**config.mk**
```make
export PLATFORM = sky130hd
export DESIGN_NAME = fcs_host
export DESIGN_NICKNAME = d
export VERILOG_FILES = /design/src/hdl/fcs_pkg.sv /design/src/hdl/fcs_bus_if.sv /design/src/hdl/fcs_bus_cycle.sv /design/src/hdl/fcs_host.sv
export SDC_FILE = /design/constraint.sdc
export NUM_CORES = 1
export LEC_CHECK = 0
export BUFFER_PORTS_ARGS = -buffer_cell sky130_fd_sc_hd__buf_2
export CAP_MARGIN = 30
export CORE_MARGIN = 1.5
export CORE_UTILIZATION = 59
export DETAILED_ROUTE_END_ITERATION = 10
export GPL_ROUTABILITY_DRIVEN = 0
export GPL_TIMING_DRIVEN = 0
export PLACE_DENSITY = 0.8
export REMOVE_ABC_BUFFERS = 1
export SLEW_MARGIN = 20
export SYNTH_ARGS = -nofsm -noshare
export SYNTH_HDL_FRONTEND = slang
export SYNTH_SLANG_ARGS = --single-unit
```
**constraint.sdc**
```tcl
create_clock -name mclk_in -period 8.3 [get_ports mclk_in]
set_input_delay 1.66 -clock mclk_in [delete_from_list [all_inputs] [get_ports mclk_in]]
set_output_delay 1.66 -clock mclk_in [all_outputs]
set_load 0.02 [all_outputs]
```
**src/hdl/fcs_pkg.sv**
```systemverilog
package fcs_pkg;

    localparam int CLK_NS = 4;
    localparam int SETTLE_NS = 100;
    localparam int VERIFY_US = 6;
    localparam int PULSE_MS = 10;
    localparam int RECOV_MS = 6;
    localparam int STROBE_NS = 60;
    localparam int ACCESS_NS = 120;

    function automatic int fcs_cycles(input int ns);
        fcs_cycles = (ns + CLK_NS - 1) / CLK_NS;
    endfunction : fcs_cycles

    localparam int SETTLE_CYC = fcs_cycles(SETTLE_NS);
    localparam int VERIFY_CYC = fcs_cycles(VERIFY_US * 1000);
    localparam int PULSE_CYC = fcs_cycles(PULSE_MS * 1000000);
    localparam int RECOV_CYC = fcs_cycles(RECOV_MS * 1000000);
    localparam int STROBE_CYC = fcs_cycles(STROBE_NS);
    localparam int ACCESS_CYC = fcs_cycles(ACCESS_NS);

    localparam int ADDR_W = 18;
    localparam int CNT_W = 22;
    localparam logic [ADDR_W-1:0] LAST_ADDR = 18'h3ffff;
    localparam logic [ADDR_W-1:0] SIG_MFR_ADDR = 18'h00000;
    localparam logic [ADDR_W-1:0] SIG_DEV_ADDR = 18'h00001;

    localparam logic [7:0] CMD_READ = 8'h00;
    localparam logic [7:0] CMD_PROG_ARM = 8'h40;
    localparam logic [7:0] CMD_PROG_CHECK = 8'hc0;
    localparam logic [7:0] CMD_ERASE_CHECK = 8'ha0;
    localparam logic [7:0] CMD_SIGNATURE = 8'h90;
    localparam logic [7:0] CMD_RESET = 8'hff;
    localparam logic [7:0] CMD_ERASE = 8'h20;
    localparam logic [7:0] ERASED_BYTE = 8'hff;

    localparam logic [9:0] PROG_MAX_PULSES = 10'd25;
    localparam logic [9:0] ERASE_MAX_PULSES = 10'd1000;

    typedef enum logic [2:0] {
        FCS_OP_READ,
        FCS_OP_PROGRAM,
        FCS_OP_ERASE,
        FCS_OP_SIGNATURE,
        FCS_OP_RESET
    } fcs_op_type;

endpackage : fcs_pkg

```
**src/hdl/fcs_bus_if.sv**
```systemverilog
`timescale 1ns/100ps
interface fcs_bus_if;
    logic req;
    logic is_write;
    logic [17:0] addr;
    logic [7:0] wdata;
    logic done;
    logic [7:0] rdata;

    modport master (
        output req,
        output is_write,
        output addr,
        output wdata,
        input done,
        input rdata
    );

    modport slave (
        input req,
        input is_write,
        input addr,
        input wdata,
        output done,
        output rdata
    );
endinterface : fcs_bus_if

```
**src/hdl/fcs_bus_cycle.sv**
```systemverilog
`timescale 1ns/100ps
module fcs_bus_cycle
    import fcs_pkg::*;
(
    input wire logic mclk_in,
    input wire logic rst_in,
    fcs_bus_if.slave bus,
    input wire logic [7:0] flash_dq_in,
    output logic [17:0] flash_addr_out,
    output logic [7:0] flash_dq_out,
    output logic flash_dq_oe_out,
    output logic flash_ce_n_out,
    output logic flash_oe_n_out,
    output logic flash_we_n_out
);

    typedef enum logic [1:0] {
        B_IDLE,
        B_STROBE,
        B_HOLD
    } fcs_bus_state_type;

    fcs_bus_state_type state_r, state_nxt;
    logic [7:0] cnt_r, cnt_nxt;
    logic wr_r, wr_nxt;
    logic [17:0] addr_r, addr_nxt;
    logic [7:0] dq_r, dq_nxt;
    logic dq_oe_r, dq_oe_nxt;
    logic ce_n_r, ce_n_nxt;
    logic oe_n_r, oe_n_nxt;
    logic we_n_r, we_n_nxt;
    logic done_r, done_nxt;
    logic [7:0] rdata_r, rdata_nxt;
    logic [7:0] dq_meta_r;
    logic [7:0] dq_sync_r;

    // ----
    // Data pin synchroniser.
    // ----
    always_ff @(posedge mclk_in or posedge rst_in) begin
        if (rst_in) begin
            dq_meta_r <= 8'h00;
            dq_sync_r <= 8'h00;
        end else begin
            dq_meta_r <= flash_dq_in;
            dq_sync_r <= dq_meta_r;
        end
    end

    // ----
    // Strobe cycle sequencing.
    // ----
    always_comb begin
        state_nxt = state_r;
        cnt_nxt = cnt_r;
        wr_nxt = wr_r;
        addr_nxt = addr_r;
        dq_nxt = dq_r;
        dq_oe_nxt = dq_oe_r;
        ce_n_nxt = ce_n_r;
        oe_n_nxt = oe_n_r;
        we_n_nxt = we_n_r;
        done_nxt = 1'b0;
        rdata_nxt = rdata_r;
        case (state_r)
            B_IDLE: begin
                if (bus.req && !done_r) begin
                    wr_nxt = bus.is_write;
                    addr_nxt = bus.addr;
                    dq_nxt = bus.wdata;
                    dq_oe_nxt = bus.is_write;
                    ce_n_nxt = 1'b0;
                    we_n_nxt = ~bus.is_write;
                    oe_n_nxt = bus.is_write;
                    cnt_nxt = bus.is_write ? 8'(STROBE_CYC - 1) : 8'(ACCESS_CYC - 1);
                    state_nxt = B_STROBE;
                end
            end
            B_STROBE: begin
                if (cnt_r != 8'h00) begin
                    cnt_nxt = cnt_r - 8'h01;
                end else if (wr_r) begin
                    we_n_nxt = 1'b1;
                    cnt_nxt = 8'(STROBE_CYC - 1);
                    state_nxt = B_HOLD;
                end else begin
                    rdata_nxt = dq_sync_r;
                    oe_n_nxt = 1'b1;
                    ce_n_nxt = 1'b1;
                    done_nxt = 1'b1;
                    state_nxt = B_IDLE;
                end
            end
            B_HOLD: begin
                if (cnt_r != 8'h00) begin
                    cnt_nxt = cnt_r - 8'h01;
                end else begin
                    ce_n_nxt = 1'b1;
                    dq_oe_nxt = 1'b0;
                    done_nxt = 1'b1;
                    state_nxt = B_IDLE;
                end
            end
            default: begin
                state_nxt = B_IDLE;
            end
        endcase
    end

    always_ff @(posedge mclk_in or posedge rst_in) begin
        if (rst_in) begin
            state_r <= B_IDLE;
            cnt_r <= 8'h00;
            wr_r <= 1'b0;
            addr_r <= 18'h00000;
            dq_r <= 8'h00;
            dq_oe_r <= 1'b0;
            ce_n_r <= 1'b1;
            oe_n_r <= 1'b1;
            we_n_r <= 1'b1;
            done_r <= 1'b0;
            rdata_r <= 8'h00;
        end else begin
            state_r <= state_nxt;
            cnt_r <= cnt_nxt;
            wr_r <= wr_nxt;
            addr_r <= addr_nxt;
            dq_r <= dq_nxt;
            dq_oe_r <= dq_oe_nxt;
            ce_n_r <= ce_n_nxt;
            oe_n_r <= oe_n_nxt;
            we_n_r <= we_n_nxt;
            done_r <= done_nxt;
            rdata_r <= rdata_nxt;
        end
    end

    assign bus.done = done_r;
    assign bus.rdata = rdata_r;
    assign flash_addr_out = addr_r;
    assign flash_dq_out = dq_r;
    assign flash_dq_oe_out = dq_oe_r;
    assign flash_ce_n_out = ce_n_r;
    assign flash_oe_n_out = oe_n_r;
    assign flash_we_n_out = we_n_r;

endmodule : fcs_bus_cycle

```
**src/hdl/fcs_host.sv**
```systemverilog
// Operation
// - Wait verify delay after program check
// - Compare readback, retry up to 25 pulses
// - After pass, accept next address
// - Supply settles 100 ns before commands
// - Timed erase pulse, then erase check
// - Timed program pulse, abort on interrupt
// - No verify read during write recovery
// - Mask erased device with read command
// - Reset twice after program arm
// - Reset twice after signature, reset and failed erase
// - No reset after read or passed erase
// - Leave signature mode with reset command
`timescale 1ns/100ps
module fcs_host
    import fcs_pkg::*;
#(
    parameter int PULSE_CYCLES = PULSE_CYC,
    parameter int RECOV_CYCLES = RECOV_CYC
) (
    input wire logic mclk_in,
    input wire logic rst_in,
    input wire logic cmd_valid_in,
    input wire fcs_op_type cmd_op_in,
    input wire logic [17:0] cmd_addr_in,
    input wire logic [7:0] cmd_data_in,
    input wire logic abort_in,
    output logic busy_out,
    output logic done_out,
    output logic pass_out,
    output logic [15:0] result_out,
    output logic program_supply_out,
    input wire logic [7:0] flash_dq_in,
    output logic [17:0] flash_addr_out,
    output logic [7:0] flash_dq_out,
    output logic flash_dq_oe_out,
    output logic flash_ce_n_out,
    output logic flash_oe_n_out,
    output logic flash_we_n_out
);

    localparam int WAIT_CYCLES = (RECOV_CYCLES > VERIFY_CYC) ? RECOV_CYCLES : VERIFY_CYC;

    typedef enum logic [4:0] {
        S_IDLE, S_SETTLE, S_P_ARM, S_P_DATA, S_P_PULSE, S_P_CHECK, S_RECOV, S_P_READ,
        S_E_SET, S_E_GO, S_E_PULSE, S_E_CHECK, S_E_READ, S_MASK,
        S_RST1, S_RST2, S_SIG_CMD, S_SIG0, S_SIG1, S_RD, S_FINISH
    } fcs_state_type;

    fcs_state_type state_r, state_nxt;
    fcs_op_type op_r, op_nxt;
    logic [CNT_W-1:0] cnt_r, cnt_nxt;
    logic [9:0] pulses_r, pulses_nxt;
    logic [17:0] addr_r, addr_nxt;
    logic [7:0] data_r, data_nxt;
    logic pass_r, pass_nxt;
    logic [15:0] result_r, result_nxt;
    logic supply_r, supply_nxt;
    logic done_r, done_nxt;
    logic busy_r, busy_nxt;
    logic bus_done;
    logic [7:0] bus_rdata;

    fcs_bus_if bus ();

    // ----
    // Bus request per state.
    // ----
    always_comb begin
        bus.req = 1'b1;
        bus.is_write = 1'b1;
        bus.addr = addr_r;
        bus.wdata = CMD_RESET;
        case (state_r)
            S_P_ARM: bus.wdata = CMD_PROG_ARM;
            S_P_DATA: bus.wdata = data_r;
            S_P_CHECK: bus.wdata = CMD_PROG_CHECK;
            S_P_READ, S_E_READ, S_RD: bus.is_write = 1'b0;
            S_E_SET, S_E_GO: bus.wdata = CMD_ERASE;
            S_E_CHECK: bus.wdata = CMD_ERASE_CHECK;
            S_MASK: bus.wdata = CMD_READ;
            S_RST1, S_RST2: bus.wdata = CMD_RESET;
            S_SIG_CMD: bus.wdata = CMD_SIGNATURE;
            S_SIG0: begin
                bus.is_write = 1'b0;
                bus.addr = SIG_MFR_ADDR;
            end
            S_SIG1: begin
                bus.is_write = 1'b0;
                bus.addr = SIG_DEV_ADDR;
            end
            default: bus.req = 1'b0;
        endcase
    end

    assign bus_done = bus.done;
    assign bus_rdata = bus.rdata;

    // ----
    // Sequencer.
    // ----
    always_comb begin
        state_nxt = state_r;
        op_nxt = op_r;
        cnt_nxt = cnt_r;
        pulses_nxt = pulses_r;
        addr_nxt = addr_r;
        data_nxt = data_r;
        pass_nxt = pass_r;
        result_nxt = result_r;
        supply_nxt = supply_r;
        done_nxt = 1'b0;
        case (state_r)
            S_IDLE: begin
                if (cmd_valid_in) begin
                    op_nxt = cmd_op_in;
                    addr_nxt = cmd_addr_in;
                    data_nxt = cmd_data_in;
                    pulses_nxt = 10'd0;
                    pass_nxt = 1'b0;
                    cnt_nxt = CNT_W'(SETTLE_CYC - 1);
                    case (cmd_op_in)
                        FCS_OP_PROGRAM: begin
                            supply_nxt = 1'b1;
                            state_nxt = S_SETTLE;
                        end
                        FCS_OP_ERASE: begin
                            supply_nxt = 1'b1;
                            addr_nxt = 18'h00000;
                            state_nxt = S_SETTLE;
                        end
                        FCS_OP_SIGNATURE: state_nxt = S_SIG_CMD;
                        FCS_OP_RESET: state_nxt = S_RST1;
                        default: state_nxt = S_RD;
                    endcase
                end
            end
            S_SETTLE: begin
                if (cnt_r != '0) begin
                    cnt_nxt = cnt_r - 1'b1;
                end else begin
                    state_nxt = (op_r == FCS_OP_ERASE) ? S_E_SET : S_P_ARM;
                end
            end
            S_P_ARM: if (bus_done) state_nxt = S_P_DATA;
            S_P_DATA: begin
                if (bus_done) begin
                    pulses_nxt = pulses_r + 10'd1;
                    cnt_nxt = CNT_W'(PULSE_CYCLES - 1);
                    state_nxt = S_P_PULSE;
                end
            end
            S_P_PULSE, S_E_PULSE: begin
                if (cnt_r == '0 || abort_in) begin
                    state_nxt = (state_r == S_P_PULSE) ? S_P_CHECK : S_E_CHECK;
                end else begin
                    cnt_nxt = cnt_r - 1'b1;
                end
            end
            S_P_CHECK, S_E_CHECK: begin
                if (bus_done) begin
                    cnt_nxt = CNT_W'(WAIT_CYCLES - 1);
                    state_nxt = S_RECOV;
                end
            end
            S_RECOV: begin
                if (cnt_r != '0) begin
                    cnt_nxt = cnt_r - 1'b1;
                end else begin
                    state_nxt = (op_r == FCS_OP_ERASE) ? S_E_READ : S_P_READ;
                end
            end
            S_P_READ: begin
                if (bus_done) begin
                    result_nxt = {8'h00, bus_rdata};
                    if (bus_rdata == data_r) begin
                        pass_nxt = 1'b1;
                        state_nxt = S_RST1;
                    end else if (pulses_r >= PROG_MAX_PULSES) begin
                        state_nxt = S_RST1;
                    end else begin
                        state_nxt = S_P_ARM;
                    end
                end
            end
            S_E_SET: if (bus_done) state_nxt = S_E_GO;
            S_E_GO: begin
                if (bus_done) begin
                    pulses_nxt = pulses_r + 10'd1;
                    cnt_nxt = CNT_W'(PULSE_CYCLES - 1);
                    state_nxt = S_E_PULSE;
                end
            end
            S_E_READ: begin
                if (bus_done) begin
                    result_nxt = {8'h00, bus_rdata};
                    if (bus_rdata == ERASED_BYTE) begin
                        if (addr_r == LAST_ADDR) begin
                            pass_nxt = 1'b1;
                            state_nxt = S_MASK;
                        end else begin
                            addr_nxt = addr_r + 18'h00001;
                            state_nxt = S_E_CHECK;
                        end
                    end else if (pulses_r >= ERASE_MAX_PULSES) begin
                        state_nxt = S_RST1;
                    end else begin
                        state_nxt = S_E_SET;
                    end
                end
            end
            S_MASK: if (bus_done) state_nxt = S_FINISH;
            S_RST1: if (bus_done) state_nxt = S_RST2;
            S_RST2: if (bus_done) state_nxt = S_FINISH;
            S_SIG_CMD: if (bus_done) state_nxt = S_SIG0;
            S_SIG0: begin
                if (bus_done) begin
                    result_nxt[15:8] = bus_rdata;
                    state_nxt = S_SIG1;
                end
            end
            S_SIG1: begin
                if (bus_done) begin
                    result_nxt[7:0] = bus_rdata;
                    pass_nxt = 1'b1;
                    state_nxt = S_RST1;
                end
            end
            S_RD: begin
                if (bus_done) begin
                    result_nxt = {8'h00, bus_rdata};
                    pass_nxt = 1'b1;
                    state_nxt = S_FINISH;
                end
            end
            S_FINISH: begin
                if (op_r == FCS_OP_RESET) begin
                    pass_nxt = 1'b1;
                end
                supply_nxt = 1'b0;
                done_nxt = 1'b1;
                state_nxt = S_IDLE;
            end
            default: state_nxt = S_IDLE;
        endcase
        busy_nxt = (state_nxt != S_IDLE);
    end

    always_ff @(posedge mclk_in or posedge rst_in) begin
        if (rst_in) begin
            state_r <= S_IDLE;
            op_r <= FCS_OP_READ;
            cnt_r <= '0;
            pulses_r <= 10'd0;
            addr_r <= 18'h00000;
            data_r <= 8'h00;
            pass_r <= 1'b0;
            result_r <= 16'h0000;
            supply_r <= 1'b0;
            done_r <= 1'b0;
            busy_r <= 1'b0;
        end else begin
            state_r <= state_nxt;
            op_r <= op_nxt;
            cnt_r <= cnt_nxt;
            pulses_r <= pulses_nxt;
            addr_r <= addr_nxt;
            data_r <= data_nxt;
            pass_r <= pass_nxt;
            result_r <= result_nxt;
            supply_r <= supply_nxt;
            done_r <= done_nxt;
            busy_r <= busy_nxt;
        end
    end

    // ----
    // Pin cycle engine.
    // ----
    fcs_bus_cycle u_cycle (
        .mclk_in(mclk_in),
        .rst_in(rst_in),
        .bus(bus.slave),
        .flash_dq_in(flash_dq_in),
        .flash_addr_out(flash_addr_out),
        .flash_dq_out(flash_dq_out),
        .flash_dq_oe_out(flash_dq_oe_out),
        .flash_ce_n_out(flash_ce_n_out),
        .flash_oe_n_out(flash_oe_n_out),
        .flash_we_n_out(flash_we_n_out)
    );

    assign busy_out = busy_r;
    assign done_out = done_r;
    assign pass_out = pass_r;
    assign result_out = result_r;
    assign program_supply_out = supply_r;

endmodule : fcs_host

```
## Word level (Yosys, flattened, before mapping)

Cells that the tools add are included.

| word-level totals | value |
|---|---|
| register bits after elaboration | 152 |
| latch bits | 0 |
| RAM bits | 0 |
| bits in read-only memories | 0 |
| bits of input ports | 41 |
| output and inout bits | 50 |
| logic and storage cells | 224 |
| memories kept | 0 |

| operators by class | value |
|---|---|
| $add $sub $neg | 4 |
| multiply operators | 0 |
| div/mod/pow operators | 0 |
| magnitude comparators | 2 |
| equal/unequal tests | 55 |
| shift-type cells | 0 |
| multiplexer cells | 90 |
| bitwise operators | 2 |
| reduce and logical (&&, ||, !) cells | 46 |

Operators with widths:

| cell | count |
|---|---|
| 22-bit two-way mux | 5 |
| 22-bit case mux with 5 select lines | 1 |
| 18-bit two-way mux | 5 |
| 5-bit two-way mux | 18 |
| 5-bit case mux with 16 select lines | 1 |
| 18-bit case mux with 2 select lines | 2 |
| 8-bit case mux with 7 select lines | 1 |
| 5-bit by 4-bit equality test with 1-bit output, second input constant | 8 |
| 8-bit two-way mux | 5 |
| 8-bit case mux with 2 select lines | 2 |
| 5-bit equality test, second input constant | 5 |
| 1-bit two-way mux | 25 |
| 2-bit by 1-bit inequality test with 1-bit output, second input constant | 12 |
| 8-bit case mux with 3 select lines | 1 |
| 22-bit logical NOT | 1 |
| 2-bit inequality test, second input constant | 11 |
| 22-bit nonzero test | 1 |
| 22-bit by 1-bit subtractor with 22-bit output, second input constant | 1 |
| 3-bit AND reduction | 7 |
| 5-bit by 3-bit equality test with 1-bit output, second input constant | 4 |
| 10-bit two-way mux | 2 |
| 4-bit two-way mux | 5 |
| 10-bit case mux with 2 select lines | 1 |
| 18-bit by 1-bit adder with 18-bit output, second input constant | 1 |
| 42 further kinds | 74 |

## Logic depth before layout (Yosys ltp)

Gate-level depths: netlist (run 1).

| logic depth | value |
|---|---|
| word-level depth | 6 |
| gate-level depth with buffers | 9 |
| mapped depth without buffers | 8 |

## By module

From an unflattened synthesis (run 1), not the netlist that was laid out.

| second synthesis, totals | value |
|---|---|
| cells, all modules | 920 |
| area, all modules | 8528.2 um^2 |

Modules (own cells, without submodules):

| module | instances | cells an instance | area an instance (um^2) | sequential area each (um^2) |
|---|---|---|---|---|
| fcs_host | 1 | 723 | 5778.0 | 2152.1 |
| fcs_bus_cycle | 1 | 197 | 2750.1 | 1655.3 |

## Worst setup path before layout (run 1)

Ideal clock, no wire load.

| timing path | value |
|---|---|
| path kind | input-to-reg |
| from | in cmd_valid_in |
| to | reg busy_r (netlist: busy_out) |
| setup time | 0.138 ns |
| arrival time | 3.013 ns |
| required time | 8.162 ns |
| setup slack | 5.149 ns |
| stages on the path | 6 |
| path buffers | 1 |
| cell sequence | and3_1 > buf_6 > a32oi_1 > o21ai_0 > or4_4 > or4b_1 |

| between the ends | value |
|---|---|
| longest elaborated chain between the ends | 3 |

Ends and longest elaborated chain:

| item | RTL line | RTL |
|---|---|---|
| from (decl) | fcs_host.sv:23 | `input wire logic cmd_valid_in,` |
| 5-bit two-way mux | fcs_host.sv:115 | `if (cmd_valid_in) begin` |
| 5-bit case mux with 16 select lines | fcs_host.sv:113 | `case (state_r)` |
| named net state_nxt[0] | fcs_host.sv:50 | `fcs_state_type state_r, state_nxt;` |
| 5-bit nonzero test | fcs_host.sv:246 | `busy_nxt = (state_nxt != S_IDLE);` |
| named net busy_nxt | fcs_host.sv:60 | `logic busy_r, busy_nxt;` |
| to (signal assigned) | fcs_host.sv:273 | `busy_r <= busy_nxt;` |
| to (decl) | fcs_host.sv:60 |  |

The timed path passes the listed nets, and every way through them passes these cells.
A chain may end at the register's enable or synchronous reset.

## Final worst setup path (run 1)

| timing path | value |
|---|---|
| from | reg cnt_r[0] |
| to | reg cnt_r[11] |

| between the ends | value |
|---|---|
| longest elaborated chain between the ends | 4 |
| elaborated cells between the ends (all ways) | 10 |
| classes of those cells | add/sub (1); eq/ne (2); mux (3); reduce/logical (4) |

Ends and longest elaborated chain:

| item | RTL line | RTL |
|---|---|---|
| from (decl) | fcs_host.sv:52 | `logic [CNT_W-1:0] cnt_r, cnt_nxt;` |
| from (signal assigned) | fcs_host.sv:265 | `cnt_r <= cnt_nxt;` |
| branches (longest 4 deep; another with 22-bit by 1-bit subtractor with 22-bit output) | - |  |

Several ways; the timed one is not identified. The select of a mux whose other input is x is not followed.

==> results of run 1 <==
==> sequential cells by signal, summed over array words and instances, names as in the netlist <==
| name | cells |
|---|---|
| u_cycle.wr_r | 1 |
| busy_out | 1 |
| u_cycle.flash_addr_out | 18 |
| u_cycle.cnt_r | 8 |
| u_cycle.flash_ce_n_out | 1 |
| u_cycle.flash_dq_out | 8 |
| u_cycle.state_r | 2 |
| u_cycle.flash_dq_oe_out | 1 |
| result_out | 16 |
| u_cycle.bus.done | 1 |
| pass_out | 1 |
| u_cycle.dq_meta_r | 8 |
| program_supply_out | 1 |
| u_cycle.flash_we_n_out | 1 |
| u_cycle.bus.rdata | 8 |
| cnt_r | 22 |
| done_out | 1 |
| data_r | 8 |
| u_cycle.flash_oe_n_out | 1 |
| pulses_r | 10 |
| op_r | 3 |
| addr_r | 18 |
| u_cycle.dq_sync_r | 8 |
| state_r | 5 |
==> cell type report <==
| type | count | area (µm²) | area share, % |
|---|---|---|---|
| repair buffers | 102 | 581 | 6.29 |
| well taps | 176 | 220 | 2.39 |
| inverters | 30 | 120 | 1.30 |
| clock buffers | 18 | 439 | 4.76 |
| multi-input cells | 686 | 3910 | 42.4 |
| flip-flops and latches | 152 | 3810 | 41.3 |
| clock inverters | 14 | 150 | 1.63 |
==> routing by layer <==
| layer | routed length (µm) | up-vias | track usage (%) |
|---|---|---|---|
| met3 | 1190 | 38 | 6.27 |
| met2 | 9400 | 302 | 45.2 |
| li1 | - | 3430 | - |
| met1 | 8690 | 3443 | 38.6 |
| met5 | 0 | - | 0 |
| met4 | 454 | 0 | 10.3 |
==> synth_stat cells, drive strengths merged (3+ instances only) <==
master / count
o31ai: 6
nand3b: 5
nand4: 13
dfstp: 3
nand2b: 8
nor4: 14
and4: 3
clkbuf: 38
and3: 8
a21o: 6
nor3b: 3
a211o: 4
xnor2: 3
nand3: 24
o2111ai: 3
or3b: 3
nand2: 147
inv: 30
buf: 14
or4: 4
or2: 7
a21oi: 82
ha: 11
xor2: 15
nor3: 22
and2: 9
a22o: 5
or3: 6
o22ai: 3
a31oi: 32
mux2: 19
o21a: 3
nor2: 60
dfrtp: 149
a211oi: 7
o21ai: 114
nor2b: 3
a221o: 3
==> worst max-delay path, cell delays in order, from the launching register on <==
cell      delay, ns
dfrtp_1        0.38
inv_1          0.11
ha_1           0.21
or4b_1         0.54
nor4_4         0.51
a21oi_1        0.17
o211ai_1       0.52
buf_4          0.28
buf_4          0.20
nor2_1         0.12
a221o_1        0.37
==> power by group <==
part | leakage, nW | internal, mW | total, mW | switching (mW)
sequential | 1.91 | 0.985 | 1.24 | 0.259
combinational | 2.02 | 0.468 | 1.26 | 0.789
clock | 0.295 | 0.435 | 0.775 | 0.340
==> worst paths after layout <==
kind	start	to	slack (ns)	cells past startpoint
max	cnt_r[0]	cnt_r[11]	4.75	10
min reg2reg	u_cycle.dq_meta_r[3]	u_cycle.dq_sync_r[3]	0.35	0
min	u_cycle.dq_meta_r[3]	u_cycle.dq_sync_r[3]	0.35	0
min in group asynchronous	rst_in	result_out[6]	1.25	2
max reg2reg	cnt_r[0]	cnt_r[11]	4.75	10
max in group asynchronous	rst_in	u_cycle.flash_addr_out[14]	6.28	3
==> through the flow <==
step | instance area (µm²) | hold slack, ns | worst slack, ns | util [%] | instances
after floorplan | 7820 | 0.331 | 2.55 | - | 868
after global placement | 8490 | 0.331 | 0.957 | 63.8 | 1134
after detailed placement | 8600 | 0.337 | 4.45 | 64.7 | 1143
after CTS | 9190 | 0.351 | 4.79 | 69.1 | 1175
after global routing | 9230 | 0.356 | 4.43 | 69.4 | 1178
final | 9230 | 0.350 | 4.75 | 69.4 | 1178
==> cell usage in the layout, fill, tap and decap left out, types with 4 or more instances in the layout <==
master	instances
or2_2	7
nor4_1	12
buf_6	4
a21oi_1	82
o21ai_0	110
a211oi_1	7
clkbuf_16	17
mux2_2	19
buf_4	5
nand2_1	146
nand4_1	13
inv_1	29
a22o_1	5
nor3_1	21
nand3_1	24
nand2b_1	8
a31oi_1	32
and3_1	8
dfrtp_1	149
or3_1	6
o21ai_1	4
ha_1	11
o31ai_1	6
a211o_1	4
a21o_1	6
and2_1	9
nor2_1	58
inv_6	7
buf_2	91
nand3b_1	5
xor2_1	15
inv_8	5
==> cell families after synthesis <==
group           after synthesis  synth area share [%]
simple gates                348                  21.0
compound gates              289                  20.9
buf+inv                      82                  4.47
xor+xnor                     18                  1.95
mux                          20                  2.78
flops                       152                  47.2
fa+ha+maj                    11                  1.71
==> impl_metrics.ini, run 1 <==
[finish]
synthToLayoutAreaGrowth_pct = 14.4
layout.nets = 1041
fillers = 1057
drive_gt1_share_pct = 17.6
diodes = 0

[clock_network]
cts_sinks = 152
clockBufferDepth = 2
h-tree-depth = 4
post_cts_resized = 0
cts_hold_buffers = 0
cts_buffers = 17
post_cts_buffers = 0
path_clk_slew_ns = 0.06
root_buffer = clkbuf_16
cts_tree = built
clk-insertion-delay-late_ns = 0.44

[global_routing]
grt_max_degree = 88
grt_use_total_pct = 28.5
grt_pass1_vias = 6635
antenna_found_initial = 0
grt_pass1_wl_um = 32800
overflow = 0

[synth]
synthCells = 920
yosysWarningCount = 0
synth_area_per_cell_um2 = 8.77
async_flop_share_pct = 100
ys_seq_area_share_pct = 47.2
synth_top_area_share_pct = 46.2
synth.distinct_cells = 65
synth_edf_count = 0
synth_top_area_cell = dfrtp_1
synthFlopType = dfrtp_1
synthTopCellsByArea = dfrtp_1 46%, nand2_1 6.8%, o21ai_0 6.8%
ys_ff_latch = 152
syn_area_um2 = 8070

[routing]
via_count = 7213
wl_per_cell_um = 16.8
antenna_left = 0
dr.pass1.iters = 5
viasPerCell = 6.12
routed_wl_um = 19700
drc_errors = 0
drt_iter0_markers = 767

[power]
power_mw = 3.28
p_per_area_nw_per_um2 = 355
p_leak_nw = 4.23
ir_drop_uv = 311

[critical_path]
critPathMaxFanout = 13
crit_type = reg -> reg
cp.arrival_ns = 3.86
crit_path_end_kind = flop
worst_ep_required_time_ns = 8.61
cp-start-kind = flop

[floorplanning]
core-area_um2 = 13300
die_w_um = 120
ios = 91
start_util_pct = 60.7
die_h_um = 120
rows = 42
dieArea_um2 = 14400

[timing]
hold_viol_final = 0
finClkSkew_ns = 0.0152
timing.final.crit_share_pct = 42.7
relSlewSlack_pct = 36.5
tns_ns = 0
fmax_ghz = 0.282
period_needed_ns = 3.55
rsz0062_at_grt = no
tightestPinTransition_ns = 0.945
setup_violations = 0
slew_viol_final = 0

[job]
max_cap_violations = 0

[place]
io_buffers = 90
hpwl_um = 13200

[status]
status = finished clean

[hold_path]
hold_class = reg -> reg
(Power assumes the default switching activity.)
==> run 2, diff against run 1 <==
- clock period: 8.3 -> 3.4 ns (I/O delays scaled with it)
==> impl_metrics.ini, run 2 (same netlist as run 1, synthesis figures left out) <==
[global_routing]
antenna_found_initial = 0
grt_max_degree = 88
grt_pass1_wl_um = 32800
grt_pass1_vias = 6647
grt_use_total_pct = 28.5
overflow = 0

[status]
status = finished clean

[finish]
layout.nets = 1043
largest_reg_flops = 22
fillers = 1051
layout_common_cells = 148 x dfrtp_1, 146 x nand2_1, 110 x o21ai_0, 91 x buf_2, 82 x a21oi_1
instances_no_fill = 1180
diodes = 0
final_common_cell = dfrtp_1
drive_gt1_share_pct = 17.9
regMostFlops = cnt_r
synthToLayoutAreaGrowth_pct = 14.7

[timing]
setup_violations = 0
period_needed_ns = 3.29
holdWs_ns = 0.274
timing.final.crit_share_pct = 96.9
tns_ns = 0
finClkSkew_ns = 0.0135
slew_viol_final = 0
hold_viol_final = 0
setup_ws_ns = 0.105
relSlewSlack_pct = 35.1
tightestPinTransition_ns = 0.966
fmax_ghz = 0.304

[floorplanning]
dieArea_um2 = 14400
start_util_pct = 60.7
die_w_um = 120
ios = 91
rows = 42
core-area_um2 = 13300
die_h_um = 120

[power]
p_per_area_nw_per_um2 = 865
ir_drop_uv = 758
p_leak_nw = 4.24

[critical_path]
path_buf_inv = 1
cp.depth = 8
crit_path_end_kind = flop
cp_top_family = simple AND/OR/NAND/NOR gates
r2r-start = cnt_r[0]
crit_end = busy_out
cpMaxStageDelayCell = or4b_1
critPathMaxFanout = 4
path_common_cell = or4b_1
worst_ep_required_time_ns = 3.67
critPathLaunch = cnt_r[0]
slowest_delay_ns = 0.57
rrSetupSlack_ns = 0.11
crit_type = reg -> reg
rr_endpoint = busy_out
reg2reg_depth = 8
cp.arrival_ns = 3.57
path_cells = inv_1 > ha_1 > or4b_1 > nor4_4 > and2_1 > mux2_2 > a211o_1 > or4b_1
cp-start-kind = flop

[clock_network]
cts_buffers = 17
path_clk_slew_ns = 0.06
clockBufferDepth = 2
cts_sinks = 152
cts_hold_buffers = 0
clk-insertion-delay-late_ns = 0.43
cts_tree = built
root_buffer = clkbuf_16
h-tree-depth = 4

[place]
pre_cts_ws_ns = -0.112
hpwl_um = 13200
io_buffers = 90
dp_cells = 1143

[routing]
viasPerCell = 6.11
routed_wl_um = 19900
wl_per_cell_um = 16.9
drc_errors = 0
drt_iter0_markers = 763
dr.pass1.iters = 5
via_count = 7211
antenna_left = 0

[job]
max_cap_violations = 0

[hold_path]
hold_class = in -> async
## run 2: cell types whose count changed in the layout (fill, tap and decap cells not counted)
cell / change
nor4_2: +1
dfrtp_1: -1
nor3_4: +1
nor4_1: -1
buf_4: +3
nor3_2: -1
dfrtp_2: +1
buf_6: -1
## run 2: how the worst min path moves through the flow
stage / to / cells past startpoint / from / slack [ns]
after global placement: u_cycle.dq_sync_r[6] / 0 / u_cycle.dq_meta_r[6] / 0.33
after CTS: u_cycle.dq_meta_r[7] / 2 / rst_in / 0.29
final: result_out[6] / 2 / rst_in / 0.27
after floorplan: u_cycle.dq_sync_r[0] / 0 / u_cycle.dq_meta_r[0] / 0.33
after global routing: u_cycle.dq_meta_r[7] / 2 / rst_in / 0.30
after detailed placement: u_cycle.dq_sync_r[3] / 0 / u_cycle.dq_meta_r[3] / 0.34
## run 2: worst reg2reg max path: cells and delay by family (launching register included)
family,cells,cell delay (ns)
AO/OA/AOI/OAI,1,0.31
adder cells (fa/ha/maj),1,0.22
buffers and inverters,1,0.11
flip-flops,1,0.38
multiplexers,1,0.37
AND/OR/NAND/NOR,4,1.76
## run 2: timing repair
item / in CTS / in global routing
pin swaps: 1 / 1
resized for setup: 1 / 2
setup buffers: 1 / 2
setup endpoints to repair: 5 / 28
endpoints found under the hold margin: 0 / 0
## run 2: area by class of cell
cell class / count / area, µm² / area share (%)
clock buffers: 18 / 439 / 4.75
clock inverters: 14 / 150 / 1.62
inverters: 30 / 120 / 1.30
multi-input cells: 686 / 3920 / 42.4
flip-flops and latches: 152 / 3810 / 41.2
well taps: 176 / 220 / 2.38
repair buffers: 104 / 592 / 6.40
## run 2: through the flow
stage | cell area, µm² | utilization (%) | total power [mW]
after CTS | 9200 | 69.2 | 7.98
after global placement | 8490 | 63.8 | 5.90
after floorplan | 7820 | - | 5.09
after detailed placement | 8600 | 64.7 | 6.04
after global routing | 9250 | 69.6 | 8.56
final | 9250 | 69.6 | 8.01
## run 2: power by group
part	internal [mW]	leakage (nW)	switching, mW
clock	1.06	0.295	0.825
combinational	1.15	2.03	1.93
sequential	2.40	1.91	0.637
## run 2: per-layer routing
layer / track usage (%) / wire length, µm / up-vias
met5: 0 / 0 / -
met4: 10.3 / 466 / 0
met3: 6.27 / 1160 / 40
met2: 45.3 / 9420 / 269
met1: 38.5 / 8860 / 3465
li1: - / - / 3437
==> run 3, diff against run 2 <==
- clock period: 3.4 -> 3.52 ns (I/O delays scaled with it)
==> impl_metrics.ini, run 3 (same netlist as run 1, synthesis figures left out) <==
[status]
status = finished clean

[critical_path]
r2r-start = cnt_r[0]
worst_ep_required_time_ns = 3.79
path_buf_inv = 1
crit_path_end_kind = flop
cp.arrival_ns = 3.70
slowest_delay_ns = 0.57
path_common_cell = or4b_1
rrSetupSlack_ns = 0.09
reg2reg_depth = 8
critPathMaxFanout = 7
crit_type = reg -> reg
cp_top_family = simple AND/OR/NAND/NOR gates
cpMaxStageDelayCell = or4b_1
cp-start-kind = flop
rr_endpoint = busy_out
path_cells = inv_1 > ha_1 > or4b_1 > nor4_4 > and2_1 > mux2_2 > a211o_1 > or4b_1

[clock_network]
cts_buffers = 17
cts_tree = built
cts_hold_buffers = 0
clk-insertion-delay-late_ns = 0.44
clockBufferDepth = 2
cts_sinks = 152
path_clk_slew_ns = 0.06
root_buffer = clkbuf_16
h-tree-depth = 4

[routing]
viasPerCell = 6.10
wl_per_cell_um = 16.8
drc_errors = 0
drt_iter0_markers = 764
via_count = 7193
dr.pass1.iters = 6
antenna_left = 0
routed_wl_um = 19800

[timing]
timing.final.crit_share_pct = 97.3
relSlewSlack_pct = 35.3
hold_viol_final = 0
slew_viol_final = 0
tightestPinTransition_ns = 0.963
fmax_ghz = 0.292
rsz0062_at_grt = no
setup_violations = 0
finClkSkew_ns = 0.0137
period_needed_ns = 3.43
setup_ws_ns = 0.0946

[finish]
final_common_cell = dfrtp_1
synthToLayoutAreaGrowth_pct = 14.8
final_util_pct = 69.6
largest_reg_flops = 22
layout_common_cells = 149 x dfrtp_1, 146 x nand2_1, 110 x o21ai_0, 91 x buf_2, 82 x a21oi_1
drive_gt1_share_pct = 17.8
diodes = 0
regMostFlops = cnt_r
layout.nets = 1043

[power]
comb_power_share_pct = 38.5
seqPwrFrac_pct = 37.9
p_leak_nw = 4.24
swShare_pct = 42.3
p_int_mw = 4.46
p_per_area_nw_per_um2 = 836
p_clk_share_pct = 23.6
ir_drop_uv = 733
switchingPower_mw = 3.27

[global_routing]
antenna_found_initial = 0
grt_use_total_pct = 28.5
overflow = 0
grt_max_degree = 88
grt_pass1_vias = 6635
grt_pass1_wl_um = 32800

[floorplanning]
dieArea_um2 = 14400
core-area_um2 = 13300
die_h_um = 120
ios = 91
start_util_pct = 60.7
rows = 42
die_w_um = 120

[place]
io_buffers = 90
hpwl_um = 13200
pre_cts_ws_ns = 0.00847

[hold_path]
hold_class = in -> async

[job]
max_cap_violations = 0
[run 3: cell counts in the layout (fill, tap and decap cells not counted)]
Identical to the previous run, type by type.
[run 3: through the flow]
step	hold WS, ns	cells	instance area (µm²)	total power [mW]	setup TNS, ns
6_report	0.296	1180	9260	7.74	0
5_1_grt	0.326	1180	9260	8.27	0
4_1_cts	0.310	1175	9190	7.70	0
3_5_place_dp	0.337	1143	8600	5.83	0
3_3_place_gp	0.331	1134	8490	5.70	-451.05
2_1_floorplan	0.331	868	7820	4.92	-190.29
[run 3: worst max-delay path by stage]
stage               startpoint  cells after the start                         end
floorplan               rst_in                      1                   addr_r[0]
global placement        rst_in                      2  u_cycle.flash_addr_out[11]
detailed placement    cnt_r[0]                     10                   cnt_r[11]
CTS                   cnt_r[0]                     10                   cnt_r[11]
global route          cnt_r[0]                      8                    busy_out
finish                cnt_r[0]                      8                    busy_out
[run 3: area by class of cell]
cell class                 instances  area [µm²]
clock buffer                      18         439
clock inverter                    14         150
fill                            1054        4040
inverter                          30         120
multi-input combinational        686        3920
sequential                       152        3810
tap                              176         220
timing repair buffer             104         596
[run 3: metal layers]
metal	vias up	track usage (%)	share of wire, %	routed length (µm)
met5	-	0	0	0
met3	48	6.27	6.0	1180
met4	0	10.3	2.6	515
met2	272	45.2	47	9350
met1	3439	38.6	44	8760
li1	3434	-	-	-
[run 3: worst register-to-register path, stage by stage (launching register included)]
cell and delay, ns:
dfrtp_1 0.38, inv_1 0.11, ha_1 0.21, or4b_1 0.54
nor4_4 0.52, and2_1 0.25, mux2_2 0.37, a211o_1 0.32
or4b_1 0.57
[run 3: timing repair]
action	in CTS	in global routing
resized for setup	0	2
buffers inserted	0	2
endpoints found under the setup margin	0	25
[run 3: power groups by stage]
stage / Sequential, mW / Combinational (mW) / Clock, mW
3_5_place_dp: 2.97 / 2.86 / 0
6_report: 2.93 / 2.98 / 1.82
4_1_cts: 2.95 / 2.90 / 1.85
2_1_floorplan: 3.04 / 1.88 / 0
5_1_grt: 3.02 / 3.34 / 1.91
3_3_place_gp: 2.96 / 2.74 / 0
